--- src/rtl/ain_defs.svh ---
`ifndef AIN_DEFS_SVH
`define AIN_DEFS_SVH
// Module clock rate in MHz; a time in microseconds times this is a cycle count.
`define CLK_MHZ 25
// Scan period with no event processing, in microseconds.
`define SCAN_BASE_US 1000
// Scan lengthening per channel with event processing, in microseconds.
`define EVT_EXTRA_US 150
// Standardized full scale.
`define STD_FULL 10000
// Largest magnitude of a user-scaling limit.
`define USER_LIM_MAX 30000
// Largest accepted alignment deviation.
`define ALIGN_DEV_MAX 1000
// Converter codes are fractions of 2**15.
`define RAW_SHIFT 15
`define RAW_HALF 32768
// Cause bit positions, shared by mask and source words.
`define CAUSE_RISE0 0
`define CAUSE_FALL0 1
`define CAUSE_RISE1 2
`define CAUSE_FALL1 3
// Aligned indicator position in the status word.
`define ALIGNED_BIT 0
// Reset values.
`define MASK_RST 16'h0000
`define SRC_RST 16'h0000
`define STATUS_RST 16'h0000
`endif

--- src/rtl/ain_pkg.sv ---
package ain_pkg;
   // Scaling modes; bit 0 marks a bipolar range.
   typedef enum logic [1:0] {
      SCALE_STD_UNI = 2'b00,
      SCALE_STD_BI = 2'b01,
      SCALE_USER_UNI = 2'b10,
      SCALE_USER_BI = 2'b11
   } scale_mode_t;
   // Targets of a program write.
   typedef enum logic [2:0] {
      WR_MASK = 3'b000,
      WR_USER_LO = 3'b001,
      WR_USER_HI = 3'b010,
      WR_ALIGN = 3'b011,
      WR_UNALIGN = 3'b100
   } wr_sel_t;
   // Per-channel configuration held by the exchange.
   typedef struct packed {
      logic evt_en;
      logic [5:0] evt_num;
      scale_mode_t mode;
      logic signed [15:0] first_threshold;
      logic signed [15:0] second_threshold;
   } chan_cfg_t;
   // One program write.
   typedef struct packed {
      logic valid;
      wr_sel_t sel;
      logic [1:0] chan;
      logic [15:0] data;
   } prog_wr_t;
   // One converter sample, a signed fraction of 2**15.
   typedef struct packed {
      logic valid;
      logic [1:0] chan;
      logic signed [16:0] raw;
   } sample_t;
   // One raised event.
   typedef struct packed {
      logic valid;
      logic [1:0] chan;
      logic [5:0] num;
   } event_t;
endpackage

--- src/rtl/analog_input_threshold_scaling.sv ---
`timescale 1ns/10ps
`include "ain_defs.svh"
module analog_input_threshold_scaling #(
   parameter int NUM_CHANNELS = 4,
   parameter int SCAN_BASE_CYC = `SCAN_BASE_US * `CLK_MHZ,
   parameter int EVT_EXTRA_CYC = `EVT_EXTRA_US * `CLK_MHZ
) (
   // Clock and reset
   input wire logic clk,
   input wire logic rst_n,
   // Converter sample stream
   input wire ain_pkg::sample_t sample,
   // Channel configuration
   input wire ain_pkg::chan_cfg_t [NUM_CHANNELS-1:0] cfg,
   // Program write port
   input wire ain_pkg::prog_wr_t prog_wr,
   output logic wr_refused,
   // Exchange words per channel
   output logic [NUM_CHANNELS-1:0][15:0] meas_word,
   output logic [NUM_CHANNELS-1:0][15:0] event_source_word,
   output logic [NUM_CHANNELS-1:0][15:0] status_word,
   output logic [NUM_CHANNELS-1:0][15:0] cause_mask_word,
   // Events and scan timing
   output ain_pkg::event_t evt,
   output logic scan_start
);
   import ain_pkg::*;

   localparam int SCAN_W = $clog2(SCAN_BASE_CYC + NUM_CHANNELS * EVT_EXTRA_CYC + 1);

   // Channel fields are two bits wide; the base count must be at least 2 and the extra count not negative.
   if (NUM_CHANNELS < 1 || NUM_CHANNELS > 4 || SCAN_BASE_CYC < 2 || EVT_EXTRA_CYC < 0)
   begin : g_bad_params
      $error("Unsupported channel count or scan timing.");
   end

   // Saturate a wide result to a signed exchange word.
   function automatic logic [15:0] sat16(input logic signed [17:0] v);
      if (v > 18'sh07fff)
         return 16'h7fff;
      else if (v < -18'sh08000)
         return 16'h8000;
      else
         return v[15:0];
   endfunction

   logic signed [15:0] user_lo [NUM_CHANNELS]; // Accepted lower user limit.
   logic signed [15:0] user_hi [NUM_CHANNELS]; // Accepted upper user limit.
   logic signed [15:0] offset [NUM_CHANNELS]; // Alignment offset.
   logic signed [15:0] base_meas [NUM_CHANNELS]; // Last value before offset.
   logic signed [17:0] scaled; // Scaler result for the incoming sample.
   logic s_ok; // Incoming sample addresses a real channel.
   logic p_valid; // Scaled sample waiting for threshold checks.
   logic [1:0] p_chan;
   logic signed [15:0] p_val; // Aligned measurement.
   logic signed [15:0] p_base; // Measurement before alignment.
   logic rise0, fall0, rise1, fall1;
   logic [3:0] raw_causes; // Crossings before masking.
   logic [3:0] cause_hit; // Crossings that become events.
   logic [NUM_CHANNELS-1:0] pending; // Events awaiting issue.
   logic pick_found;
   logic [1:0] pick_chan;
   logic [5:0] pick_num;
   logic wr_ok; // Write addresses a real channel.
   logic lim_ok; // Write data inside user-limit bounds.
   logic signed [16:0] dev; // Required minus measured value.
   logic dev_ok;
   logic [2:0] en_count; // Channels with event processing on.
   logic [SCAN_W-1:0] scan_cnt;
   logic [SCAN_W-1:0] scan_len; // Length of the scan under way.

   assign s_ok = sample.valid && (32'(sample.chan) < NUM_CHANNELS);

   // The scaler sees the configuration of the channel being sampled.
   linear_scaler u_scaler (
      .mode(cfg[sample.chan].mode),
      .user_lo(user_lo[sample.chan]),
      .user_hi(user_hi[sample.chan]),
      .raw(sample.raw),
      .scaled(scaled)
   );

   // Stage one: scale and align. Nothing here waits on writes, so alignment
   // changes take effect on the next sample without a gap.
   always_ff @(posedge clk or negedge rst_n)
   begin
      if (!rst_n)
      begin
         p_valid <= 1'b0;
         p_chan <= 2'h0;
         p_val <= 16'sh0000;
         p_base <= 16'sh0000;
      end
      else
      begin
         p_valid <= s_ok;
         p_chan <= sample.chan;
         p_base <= sat16(scaled);
         p_val <= sat16(scaled + 18'(offset[sample.chan]));
      end
   end

   // Each new measurement is tested against both thresholds.
   threshold_crossing #(
      .NUM_CHANNELS(NUM_CHANNELS)
   ) u_first (
      .clk(clk),
      .rst_n(rst_n),
      .valid(p_valid),
      .chan(p_chan),
      .value(p_val),
      .threshold(cfg[p_chan].first_threshold),
      .rise(rise0),
      .fall(fall0)
   );

   threshold_crossing #(
      .NUM_CHANNELS(NUM_CHANNELS)
   ) u_second (
      .clk(clk),
      .rst_n(rst_n),
      .valid(p_valid),
      .chan(p_chan),
      .value(p_val),
      .threshold(cfg[p_chan].second_threshold),
      .rise(rise1),
      .fall(fall1)
   );

   // Place the crossings in the cause layout, then gate by mask and enable.
   always_comb
   begin
      raw_causes = 4'h0;
      raw_causes[`CAUSE_RISE0] = rise0;
      raw_causes[`CAUSE_FALL0] = fall0;
      raw_causes[`CAUSE_RISE1] = rise1;
      raw_causes[`CAUSE_FALL1] = fall1;
      cause_hit = raw_causes & cause_mask_word[p_chan][3:0]
         & {4{cfg[p_chan].evt_en}};
   end

   // Measurement words follow every sample; source words only new causes.
   always_ff @(posedge clk or negedge rst_n)
   begin
      if (!rst_n)
      begin
         for (int c = 0; c < NUM_CHANNELS; c++)
         begin
            meas_word[c] <= 16'h0000;
            base_meas[c] <= 16'sh0000;
            event_source_word[c] <= `SRC_RST;
         end
      end
      else if (p_valid)
      begin
         meas_word[p_chan] <= p_val;
         base_meas[p_chan] <= p_base;
         if (|cause_hit)
            event_source_word[p_chan] <= {12'h000, cause_hit};
      end
   end

   // Lowest event number among pending channels wins; ties take the lower channel.
   always_comb
   begin
      pick_found = 1'b0;
      pick_chan = 2'h0;
      pick_num = 6'h3f;
      for (int c = 0; c < NUM_CHANNELS; c++)
      begin
         if (pending[c] && (!pick_found || cfg[c].evt_num < pick_num))
         begin
            pick_found = 1'b1;
            pick_chan = 2'(c);
            pick_num = cfg[c].evt_num;
         end
      end
   end

   // Pending events: a new cause in the issue cycle keeps the flag set.
   always_ff @(posedge clk or negedge rst_n)
   begin
      if (!rst_n)
         pending <= '0;
      else
      begin
         for (int c = 0; c < NUM_CHANNELS; c++)
            pending[c] <= (pending[c] && !(pick_found && 32'(pick_chan) == c))
               || (p_valid && (|cause_hit) && 32'(p_chan) == c);
      end
   end

   // The chosen event goes out as a one-cycle pulse.
   always_ff @(posedge clk or negedge rst_n)
   begin
      if (!rst_n)
         evt <= '0;
      else
      begin
         evt.valid <= pick_found;
         evt.chan <= pick_chan;
         evt.num <= pick_num;
      end
   end

   // Write checks: limits in range, alignment deviation bounded.
   always_comb
   begin
      wr_ok = prog_wr.valid && (32'(prog_wr.chan) < NUM_CHANNELS);
      lim_ok = ($signed(prog_wr.data) >= 16'(-`USER_LIM_MAX))
         && ($signed(prog_wr.data) <= 16'(`USER_LIM_MAX));
      dev = 17'($signed(prog_wr.data)) - 17'(base_meas[prog_wr.chan]);
      dev_ok = (dev >= -17'(`ALIGN_DEV_MAX)) && (dev <= 17'(`ALIGN_DEV_MAX));
   end

   // Mask words, written by the program at any time.
   always_ff @(posedge clk or negedge rst_n)
   begin
      if (!rst_n)
      begin
         for (int c = 0; c < NUM_CHANNELS; c++)
            cause_mask_word[c] <= `MASK_RST;
      end
      else if (wr_ok && prog_wr.sel == WR_MASK)
         cause_mask_word[prog_wr.chan] <= prog_wr.data;
   end

   // User limits; an out-of-range value leaves the old limit in force.
   always_ff @(posedge clk or negedge rst_n)
   begin
      if (!rst_n)
      begin
         for (int c = 0; c < NUM_CHANNELS; c++)
         begin
            user_lo[c] <= 16'sh0000;
            user_hi[c] <= 16'(`STD_FULL);
         end
      end
      else if (wr_ok && lim_ok)
      begin
         if (prog_wr.sel == WR_USER_LO)
            user_lo[prog_wr.chan] <= prog_wr.data;
         else if (prog_wr.sel == WR_USER_HI)
            user_hi[prog_wr.chan] <= prog_wr.data;
      end
   end

   // Alignment from the program while running; status bit shows it applied.
   always_ff @(posedge clk or negedge rst_n)
   begin
      if (!rst_n)
      begin
         for (int c = 0; c < NUM_CHANNELS; c++)
         begin
            offset[c] <= 16'sh0000;
            status_word[c] <= `STATUS_RST;
         end
      end
      else if (wr_ok && prog_wr.sel == WR_ALIGN && dev_ok)
      begin
         offset[prog_wr.chan] <= dev[15:0];
         status_word[prog_wr.chan][`ALIGNED_BIT] <= 1'b1;
      end
      else if (wr_ok && prog_wr.sel == WR_UNALIGN)
      begin
         offset[prog_wr.chan] <= 16'sh0000;
         status_word[prog_wr.chan][`ALIGNED_BIT] <= 1'b0;
      end
   end

   // Refusal pulse for writes that changed nothing.
   always_ff @(posedge clk or negedge rst_n)
   begin
      if (!rst_n)
         wr_refused <= 1'b0;
      else
         wr_refused <= prog_wr.valid && (!wr_ok
            || ((prog_wr.sel == WR_USER_LO || prog_wr.sel == WR_USER_HI) && !lim_ok)
            || (prog_wr.sel == WR_ALIGN && !dev_ok)
            || (prog_wr.sel > WR_UNALIGN));
   end

   // Count of channels with event processing on.
   always_comb
   begin
      en_count = 3'h0;
      for (int c = 0; c < NUM_CHANNELS; c++)
         en_count = en_count + 3'(cfg[c].evt_en);
   end

   // Scan timer; the length is fixed at the start so a mid-scan change waits.
   always_ff @(posedge clk or negedge rst_n)
   begin
      if (!rst_n)
      begin
         scan_cnt <= '0;
         scan_len <= SCAN_W'(SCAN_BASE_CYC);
         scan_start <= 1'b0;
      end
      else if (scan_cnt == scan_len - SCAN_W'(1))
      begin
         scan_cnt <= '0;
         scan_start <= 1'b1;
         scan_len <= SCAN_W'(SCAN_BASE_CYC)
            + SCAN_W'(EVT_EXTRA_CYC) * SCAN_W'(en_count);
      end
      else
      begin
         scan_cnt <= scan_cnt + SCAN_W'(1);
         scan_start <= 1'b0;
      end
   end

   // Helper: cycles since the last scan start, for the period check.
   logic [SCAN_W-1:0] gap;
   logic gap_seen;
   always_ff @(posedge clk or negedge rst_n)
   begin
      if (!rst_n)
      begin
         gap <= '0;
         gap_seen <= 1'b0;
      end
      else if (scan_start)
      begin
         gap <= SCAN_W'(1);
         gap_seen <= 1'b1;
      end
      else
         gap <= gap + SCAN_W'(1);
   end

   a_scan_period: assert property (@(posedge clk) disable iff (!rst_n)
      (scan_start && gap_seen) |-> gap == $past(scan_len))
      else $error("Scan period differs from the programmed length.");

   a_src_hold: assert property (@(posedge clk) disable iff (!rst_n)
      !(p_valid && (|cause_hit)) |=> $stable(event_source_word))
      else $error("Source word changed without a new cause.");

   a_src_update: assert property (@(posedge clk) disable iff (!rst_n)
      (p_valid && (|cause_hit)) |=> (event_source_word[$past(p_chan)][3:0]
         & ~$past(cause_mask_word[p_chan][3:0])) == 4'h0 ##1 evt.valid)
      else $error("Masked cause reported or event not raised.");

   a_evt_disabled: assert property (@(posedge clk) disable iff (!rst_n)
      (p_valid && !cfg[p_chan].evt_en) |=> $stable(event_source_word)
         && !(pending[$past(p_chan)] && !$past(pending[p_chan])))
      else $error("Event produced on a disabled channel.");

   a_equal_silent: assert property (@(posedge clk) disable iff (!rst_n)
      (p_valid && p_val == cfg[p_chan].first_threshold) |-> cause_hit[1:0] == 2'b00)
      else $error("Equal measurement raised a first threshold cause.");

   a_align_apply: assert property (@(posedge clk) disable iff (!rst_n)
      (wr_ok && prog_wr.sel == WR_ALIGN && dev_ok) |=>
         status_word[$past(prog_wr.chan)][0] && !wr_refused
         && offset[$past(prog_wr.chan)] == $past(dev[15:0]))
      else $error("Accepted alignment not applied.");

   a_align_refuse: assert property (@(posedge clk) disable iff (!rst_n)
      (wr_ok && prog_wr.sel == WR_ALIGN && !dev_ok) |=> wr_refused && $stable(status_word))
      else $error("Oversized alignment deviation accepted.");

   a_limit_refuse: assert property (@(posedge clk) disable iff (!rst_n)
      (prog_wr.valid && prog_wr.sel == WR_USER_HI && !lim_ok) |=> wr_refused
         && user_hi[$past(prog_wr.chan)] == $past(user_hi[prog_wr.chan]))
      else $error("Out-of-range user limit accepted.");
endmodule

--- src/rtl/linear_scaler.sv ---
`timescale 1ns/10ps
`include "ain_defs.svh"
module linear_scaler (
   // Scaling selection
   input wire ain_pkg::scale_mode_t mode,
   input wire logic signed [15:0] user_lo,
   input wire logic signed [15:0] user_hi,
   // Converter code and result
   input wire logic signed [16:0] raw,
   output logic signed [17:0] scaled
);
   import ain_pkg::*;
   logic signed [17:0] lo; // Value at the range minimum.
   logic signed [17:0] hi; // Value at the range maximum.
   logic signed [17:0] frac; // Position in range, 0 to 2**15.
   logic signed [35:0] prod; // Span times position.

   // Linear map from range minimum to maximum; no clamping, tolerance zones pass through.
   always_comb
   begin
      unique case (mode)
         SCALE_STD_UNI:
         begin
            lo = 18'sh00000;
            hi = 18'(`STD_FULL);
         end
         SCALE_STD_BI:
         begin
            lo = 18'(-`STD_FULL);
            hi = 18'(`STD_FULL);
         end
         SCALE_USER_UNI, SCALE_USER_BI:
         begin
            lo = 18'(user_lo);
            hi = 18'(user_hi);
         end
      endcase
      // A bipolar code spans twice the width, so it is shifted and halved.
      if (mode[0])
         frac = (18'(raw) + 18'(`RAW_HALF)) >>> 1;
      else
         frac = 18'(raw);
      prod = 36'(hi - lo) * 36'(frac);
      scaled = lo + 18'(prod >>> `RAW_SHIFT);
   end
endmodule

--- src/rtl/threshold_crossing.sv ---
`timescale 1ns/10ps
module threshold_crossing #(
   parameter int NUM_CHANNELS = 4
) (
   // Clock and reset
   input wire logic clk,
   input wire logic rst_n,
   // Measurement under test
   input wire logic valid,
   input wire logic [1:0] chan,
   input wire logic signed [15:0] value,
   input wire logic signed [15:0] threshold,
   // Crossings found
   output logic rise,
   output logic fall
);
   logic [NUM_CHANNELS-1:0] above; // Last strict side per channel.
   logic [NUM_CHANNELS-1:0] known; // A strict side has been seen.

   // A crossing is a strict change of side; equal samples leave the side as it was.
   always_comb
   begin
      rise = valid && known[chan] && !above[chan] && (value > threshold);
      fall = valid && known[chan] && above[chan] && (value < threshold);
   end

   // Remember the side; an equal value neither crosses nor resets it.
   always_ff @(posedge clk or negedge rst_n)
   begin
      if (!rst_n)
      begin
         above <= '0;
         known <= '0;
      end
      else if (valid && (value != threshold))
      begin
         known[chan] <= 1'b1;
         above[chan] <= (value > threshold);
      end
   end
endmodule

--- config.mk ---
export PLATFORM = sky130hd
export DESIGN_NAME = analog_input_threshold_scaling
export DESIGN_NICKNAME = d
export VERILOG_FILES = /design/src/rtl/ain_pkg.sv /design/src/rtl/analog_input_threshold_scaling.sv /design/src/rtl/linear_scaler.sv /design/src/rtl/threshold_crossing.sv
export VERILOG_INCLUDE_DIRS = /design/src /design/src/rtl
export SDC_FILE = /design/constraint.sdc
export NUM_CORES = 2
export LEC_CHECK = 0
export CAP_MARGIN = 10
export CORE_ASPECT_RATIO = 0.9
export CORE_UTILIZATION = 55
export DETAILED_ROUTE_END_ITERATION = 10
export DONT_BUFFER_PORTS = 1
export PLACE_DENSITY = 0.81
export RECOVER_POWER = 25
export REMOVE_ABC_BUFFERS = 1
export SYNTH_ARGS = -nofsm -noshare
export SYNTH_HDL_FRONTEND = slang
export SYNTH_SLANG_ARGS = --single-unit
export TNS_END_PERCENT = 100
--- constraint.sdc ---
create_clock -name clk -period 12.48 [get_ports clk]
set_input_delay 0.624 -clock clk [delete_from_list [all_inputs] [get_ports clk]]
set_output_delay 0.624 -clock clk [all_outputs]
set_load 0.02 [all_outputs]
# Yosys cells after proc, flatten, opt, wreduce, memory -nomap -nowiden
# Index checks and enable logic that the tools add are counted.
word_totals:
  reg_bits: 610
  elab_cells: 263
  in_bits: 208
op_classes:
  reduce_logical: 76
  n_bitwise: 13
  multipliers: 2
  magnitude_cmp: 26
  n_mux: 71
  n_eq_ne: 16
  n_addsub: 11
ops:
  columns: ["operator", "count"]
  rows:
  - ["64-bit bitwise mux", 7]
  - ["16-bit 2-to-1 mux", 17]
  - ["64-bit 2-to-1 mux", 4]
  - ["41-bit binary-select mux with 2-bit select", 2]
  - ["16-bit binary-select mux with 2-bit select", 5]
  - ["16-bit demux with 2-bit select", 5]
  - ["64-bit bitwise AND", 2]
  - ["64-bit inverter", 2]
  - ["64-bit bitwise OR", 1]
  - ["18-bit one-hot mux with 3 select lines", 1]
  - ["1-bit logical AND", 42]
  - ["41-bit 2-to-1 mux", 1]
  - ["18-bit by 16-bit greater-than comparator with 1-bit output (second input constant)", 2]
  - ["18-bit by 16-bit less-than comparator with 1-bit output (second input constant)", 2]
  - ["18-bit one-hot mux with 2 select lines", 1]
  - ["34-bit 2-to-1 mux", 1]
  - ["19-bit by 18-bit multiplier with 33-bit output", 1]
  - ["16-bit greater-than comparator", 2]
  - ["16-bit less-than comparator", 2]
  - ["16-bit != test", 2]
  - ["6-bit 2-to-1 mux", 4]
  - ["18-bit by 18-bit subtractor with 19-bit output", 1]
  - ["17-bit by 17-bit adder with 18-bit output (second input constant)", 1]
  - ["18-bit by 16-bit adder with 18-bit output", 1]
  - ["45 further kinds", 106]

# Longest topological paths before layout
depth:
  ltp_word: 18
  ltp_mapped: 64

# Modules after synthesis
# From an unflattened synthesis, not the netlist that was laid out.
hier_totals:
  cells_unflattened: 3877
  area_unflattened_um2: 40306.2
by_module_without_submodules:
  columns: ["module", "cells_per_inst", "seq_area_each_um2", "area_per_inst_um2", "n_inst"]
  rows:
  - ["analog_input_threshold_scaling", 2151, 12169.2, 25610.8, 1]
  - ["linear_scaler", 1540, 0.0, 13018.7, 1]
  - ["threshold_crossing", 93, 200.2, 838.3, 2]

# Worst setup path after synthesis
# Ideal clock, no wire load.
synth_path:
  path_kind: "input to register"
  start: "input sample[18] (netlist name)"
  end: "register p_val[7]"
  setup_slack_ns: -1.157
  path_buffers: 5
  t_arrival_ns: 13.519
  t_required_ns: 12.362
  setup_time_ns: 0.118
  cell_stages: 61
  path_cell_list: "buf_1 clkbuf_1 clkbuf_1 mux4_2 nand2_1 ha_1 inv_1 fa_1 a211oi_1 nor2_1 o21ai_0 nand2b_1 a21oi_1 inv_1 a21oi_1 o21bai_1 a21oi_1 xor2_1 [25 not listed] or2_2 a2111o_1 o211a_1 a21oi_1 o21bai_1 xnor2_1 inv_1 ha_1 nand2_1 or4_1 nand2_1 a21o_1 a21oi_1 xor2_1 xnor2_2 o211ai_2 buf_4 a21o_1"
synth_between:
  elab_chain_cells: 12
  elab_cells_between_ends: 29
synth_lines:
  columns: ["element", "line_no", "text"]
  rows:
  - ["start: declaration", "analog_input_threshold_scaling.sv:12", "input wire ain_pkg::sample_t sample,"]
  - ["41-bit binary-select mux with 2-bit select / 2-bit inverter with 3-bit output (equally long branches)", null, null]
  - ["34-bit 2-to-1 mux (not written as such), or another cell as far along", "analog_input_threshold_scaling.sv:76", ".mode(cfg[sample.chan].mode),"]
  - ["2-bit equality test, or another cell as far along", "linear_scaler.sv:21", "unique case (mode)"]
  - ["2-bit OR reduction, or another cell as far along", "linear_scaler.sv:21", null]
  - ["18-bit one-hot mux with 3 select lines / 18-bit one-hot mux with 2 select lines (equally long branches)", "linear_scaler.sv:21", null]
  - ["18-bit by 18-bit subtractor with 19-bit output", "linear_scaler.sv:43", "prod = 36'(hi - lo) * 36'(frac);"]
  - ["19-bit by 18-bit multiplier with 33-bit output", "linear_scaler.sv:43", null]
  - ["18-bit adder", "linear_scaler.sv:44", "scaled = lo + 18'(prod >>> `RAW_SHIFT);"]
  - ["18-bit by 16-bit adder with 18-bit output *", "analog_input_threshold_scaling.sv:99", "p_val <= sat16(scaled + 18'(offset[sample.chan]));"]
  - ["18-bit by 16-bit less-than comparator with 1-bit output", "analog_input_threshold_scaling.sv:41", "else if (v < -18'sh08000)"]
  - ["16-bit 2-to-1 mux", "analog_input_threshold_scaling.sv:41", null]
  - ["16-bit 2-to-1 mux *", "analog_input_threshold_scaling.sv:39", "if (v > 18'sh07fff)"]
  - ["end signal: assignment", "analog_input_threshold_scaling.sv:99", null]
  - ["end: declaration", "analog_input_threshold_scaling.sv:55", "logic signed [15:0] p_val;"]
# Mark *: on every way between the ends. The rest lies on a longest branch, timed or not. The select of a mux whose other input is x is not followed.
# A chain may end at the register's enable or synchronous reset.

# Worst setup path after layout
layout_path:
  start: "register user_hi[0] (netlist name)"
  end: "register p_val[2]"
layout_between:
  elab_chain_cells: 11
  elab_cells_between_ends: 12
layout_lines:
  columns: ["element", "line_no", "text"]
  rows:
  - ["start: declaration", "analog_input_threshold_scaling.sv:48", "logic signed [15:0] user_hi [NUM_CHANNELS];"]
  - ["start signal: indexed assignment", "analog_input_threshold_scaling.sv:236", "user_hi[c] <= 16'(`STD_FULL);"]
  - ["start signal: indexed assignment", "analog_input_threshold_scaling.sv:244", "user_hi[prog_wr.chan] <= prog_wr.data;"]
  - ["16-bit binary-select mux with 2-bit select *", "analog_input_threshold_scaling.sv:78", ".user_hi(user_hi[sample.chan]),"]
  - ["16-bit 2-to-1 mux (not written as such) * (2 in series)", "analog_input_threshold_scaling.sv:78", null]
  - ["18-bit one-hot mux with 2 select lines *", "linear_scaler.sv:21", null]
  - ["18-bit by 18-bit subtractor with 19-bit output *", "linear_scaler.sv:43", null]
  - ["19-bit by 18-bit multiplier with 33-bit output *", "linear_scaler.sv:43", null]
  - ["18-bit adder *", "linear_scaler.sv:44", null]
  - ["18-bit by 16-bit adder with 18-bit output *", "analog_input_threshold_scaling.sv:99", null]
  - ["18-bit by 16-bit less-than comparator with 1-bit output", "analog_input_threshold_scaling.sv:41", null]
  - ["16-bit 2-to-1 mux", "analog_input_threshold_scaling.sv:41", null]
  - ["16-bit 2-to-1 mux *", "analog_input_threshold_scaling.sv:39", null]
# Marks and branches as above.

==> flow_metrics.py <==
metrics = {
    "synthesis": {
        "ys_async_sr_fraction_pct": 100,
        "synth-edff-count": 0,
        "ys_ff_latch": 501,
        "ys_seq_area_share_pct": 31.7,
        "syn_area_sq_um": 39600,
        "synth.largest_area_cell": "dfrtp_1",
        "synth.top_cell.area_share_pct": 30.0,
        "synth_area_per_cell_sq_um": 9.94,
        "synthCells": 3984,
        "ys_types": 79,
        "synth.area.top_cells": "dfrtp_1, fa_1, mux2_2",
        "dominantRegCellSynth": "dfrtp_1",
        "yosys_warnings": 0,
    },
    "placed_design": {
        "dp_hpwl_microns": 80700,
        "io_buffers": 0,
        "gp_congestion": 0.987,
    },
    "detailed_routing": {
        "drc": 0,
        "dr.pass1.iters": 5,
        "via_count": 29500,
        "routedWlPerCell_microns": 21.4,
        "drt-total-wl_microns": 108000,
        "ant_nets": 0,
        "viasPerCell": 5.83,
        "initialDrtViolationCount": 2616,
    },
    "clocking": {
        "path_clk_slew_ns": 0.06,
        "clockBufferDepth": 3,
        "root_buffer": "clkbuf_16",
        "cts_tree": "built",
        "numClockSinks": 501,
        "numCtsBuffers": 51,
        "cts_max_level": 2,
        "clk_latency_ns": 0.65,
    },
    "timing": {
        "hold_violations": 0,
        "rsz0062_at_grt": "yes",
        "slew_violations": 506,
        "worst_pin_slew_ns": 7.46,
        "fmax_mhz": 82.5,
        "post-route-period-util_pct": 97.1,
        "fin_skew_ns": 0.0783,
        "finalSetupViolCount": 0,
        "post-route-min-period_ns": 12.12,
        "slew_headroom_pct": -397,
    },
    "critical_path": {
        "crit_family": "adder cells",
        "cp_data_arrival_time_ns": 12.63,
        "crit_buf_inv": 13,
        "worstPathRequired_ns": 12.99,
        "path_class": "reg -> reg",
        "startpoint_type": "flop",
        "cp_slowest_cell": "fa_1",
        "critPathCaptureType": "flop",
        "crit_fanout": 14,
        "critPathMaxStageDelay_ns": 0.55,
    },
    "global_route": {
        "antenna_found_initial": 16,
        "grt_pass1_vias": 30000,
        "grtUsageTotal_pct": 29.7,
        "grt_pass1_wl_microns": 169000,
        "grt_max_degree": 502,
        "grt_overflow_total": 0,
    },
    "floorplanning": {
        "core_area_sq_um": 70700,
        "io-pin-count": 475,
        "die_w_microns": 285,
        "rows": 92,
        "start_util_pct": 56.0,
        "die_area_sq_um": 73100,
        "die_h_microns": 257,
    },
    "hold_path": {
        "hold_path.class": "in -> reg",
    },
    "run_status": {
        "status": "complete, but fails checks",
        "violations": "capacitance limit, slew limit",
    },
    "finish": {
        "num-nets-final": 4810,
        "final_cell_mix": "nand2_1, inv_1, dfrtp_1, fa_1, nor2_1",
        "drive_above_1_share_pct": 16.9,
        "final_common_cell": "nand2_1",
        "syn2layout_area_growth_pct": 9.24,
        "final_util_pct": 61.2,
    },
    "run": {
        "drv_cap": 3,
    },
}
-- cell usage after synthesis (32+ instances only) --
library cell,n
mux2_2,239
o21a_1,32
o21ai_0,106
dfrtp_1,475
xnor2_1,85
nor2_1,315
nand3_1,34
ha_1,215
inv_1,519
fa_1,318
buf_4,110
a22o_1,46
nand2_1,613
nand2b_1,50
clkbuf_1,130
mux4_2,92
a21o_1,65
xor2_1,50
a21oi_1,97
-- sequential cells by signal, summed over array words and instances (netlist names), named ones only --
signal / flops
base_meas: 64
cause_mask_word: 64
meas_word: 64
offset: 64
user_hi: 64
user_lo: 64
event_source_word: 16
p_base: 16
p_val: 16
scan_cnt: 16
scan_len: 15
evt: 9
pending: 4
u_first.above: 4
u_first.known: 4
u_second.above: 4
u_second.known: 4
p_chan: 2
p_valid: 1
scan_start: 1
wr_refused: 1
-- through the flow --
| step | area, sq um | std cells | setup WS [ns] | setup TNS (ns) | hold slack (ns) |
|---|---|---|---|---|---|
| 5_1_grt | 43200 | 5052 | -0.0825 | -0.424 | 0.0138 |
| 6_report | 43300 | 5056 | 0.361 | 0 | 0.0328 |
| 3_3_place_gp | 41100 | 4943 | -0.0480 | -0.433 | 0.348 |
| 3_5_place_dp | 41100 | 4943 | -0.398 | -5.71 | 0.357 |
| 4_1_cts | 42900 | 5038 | 0.0671 | 0 | 0.0137 |
| 2_1_floorplan | 38600 | 3835 | -0.534 | -6.84 | 0.328 |
-- layout make-up --
type                    count  area [sq um]
clock inverters            22           358
repair buffers            181          1390
well taps                 940          1180
fillers                  5604         27400
flip-flops and latches    501         12600
diodes                      6          15.0
clock buffers              72          1470
multi-input cells        2813         24300
inverters                 521          1960
-- path summary, 6_finish.rpt --
path | from | endpoint | slack [ns] | cells after the start
worst max-delay path | user_hi[0] | p_val[2] | 0.36 | 60
worst min-delay path | sample[19] | p_valid | 0.03 | 0
worst max register to register | user_hi[0] | p_val[2] | 0.36 | 60
worst min register to register | u_first.known[3] | u_first.known[3] | 0.46 | 1
max in group asynchronous | rst_n | evt[6] | 2.52 | 2
min in group asynchronous | rst_n | cause_mask_word[53] | 2.80 | 1
-- kinds of logic (layout without fill, tap and decap cells) --
logic type      count (synthesis)  count (layout)  share of synthesized area [%]
compound gates                466             466                           7.83
xor+xnor                      137             137                           3.08
fa+ha+maj                     533             533                           22.9
buf+inv                       777             796                           8.43
flops                         501             501                           31.7
mux                           362             362                           12.8
other cells                     1             114                        0.00947
simple gates                 1207            1207                           13.2
-- worst register-to-register path, delay by kind of cell, from the launching register on --
family                     cells  cell delay, ns
AOI/OAI and AO/OA             22            3.81
xor gates and xnor gates       5            0.98
muxes                          1            0.48
DFF                            1            0.38
buffers and inverters         13            1.25
and+or+nand+nor                8            0.65
adders and majority gates     11            4.44
-- per-layer routing --
layer | GRT usage, % | wire length [microns]
met2 | 45.2 | 49300
met1 | 40.0 | 43000
met3 | 10.4 | 12600
met4 | 8.90 | 3290
met5 | 0 | 128
-- repair_timing --
item | CTS | global route
hold buffers | 1 | 0
endpoints found under the setup margin | 4 | 16
resized for setup | 1 | 53
buffers inserted | 0 | 11
hold endpoints to repair | 501 | 0
pin swaps | 1 | 49
Power is left out: the tool's default activity adds up to more than one toggle a clock period on the data nets, which glitch-free logic cannot reach.
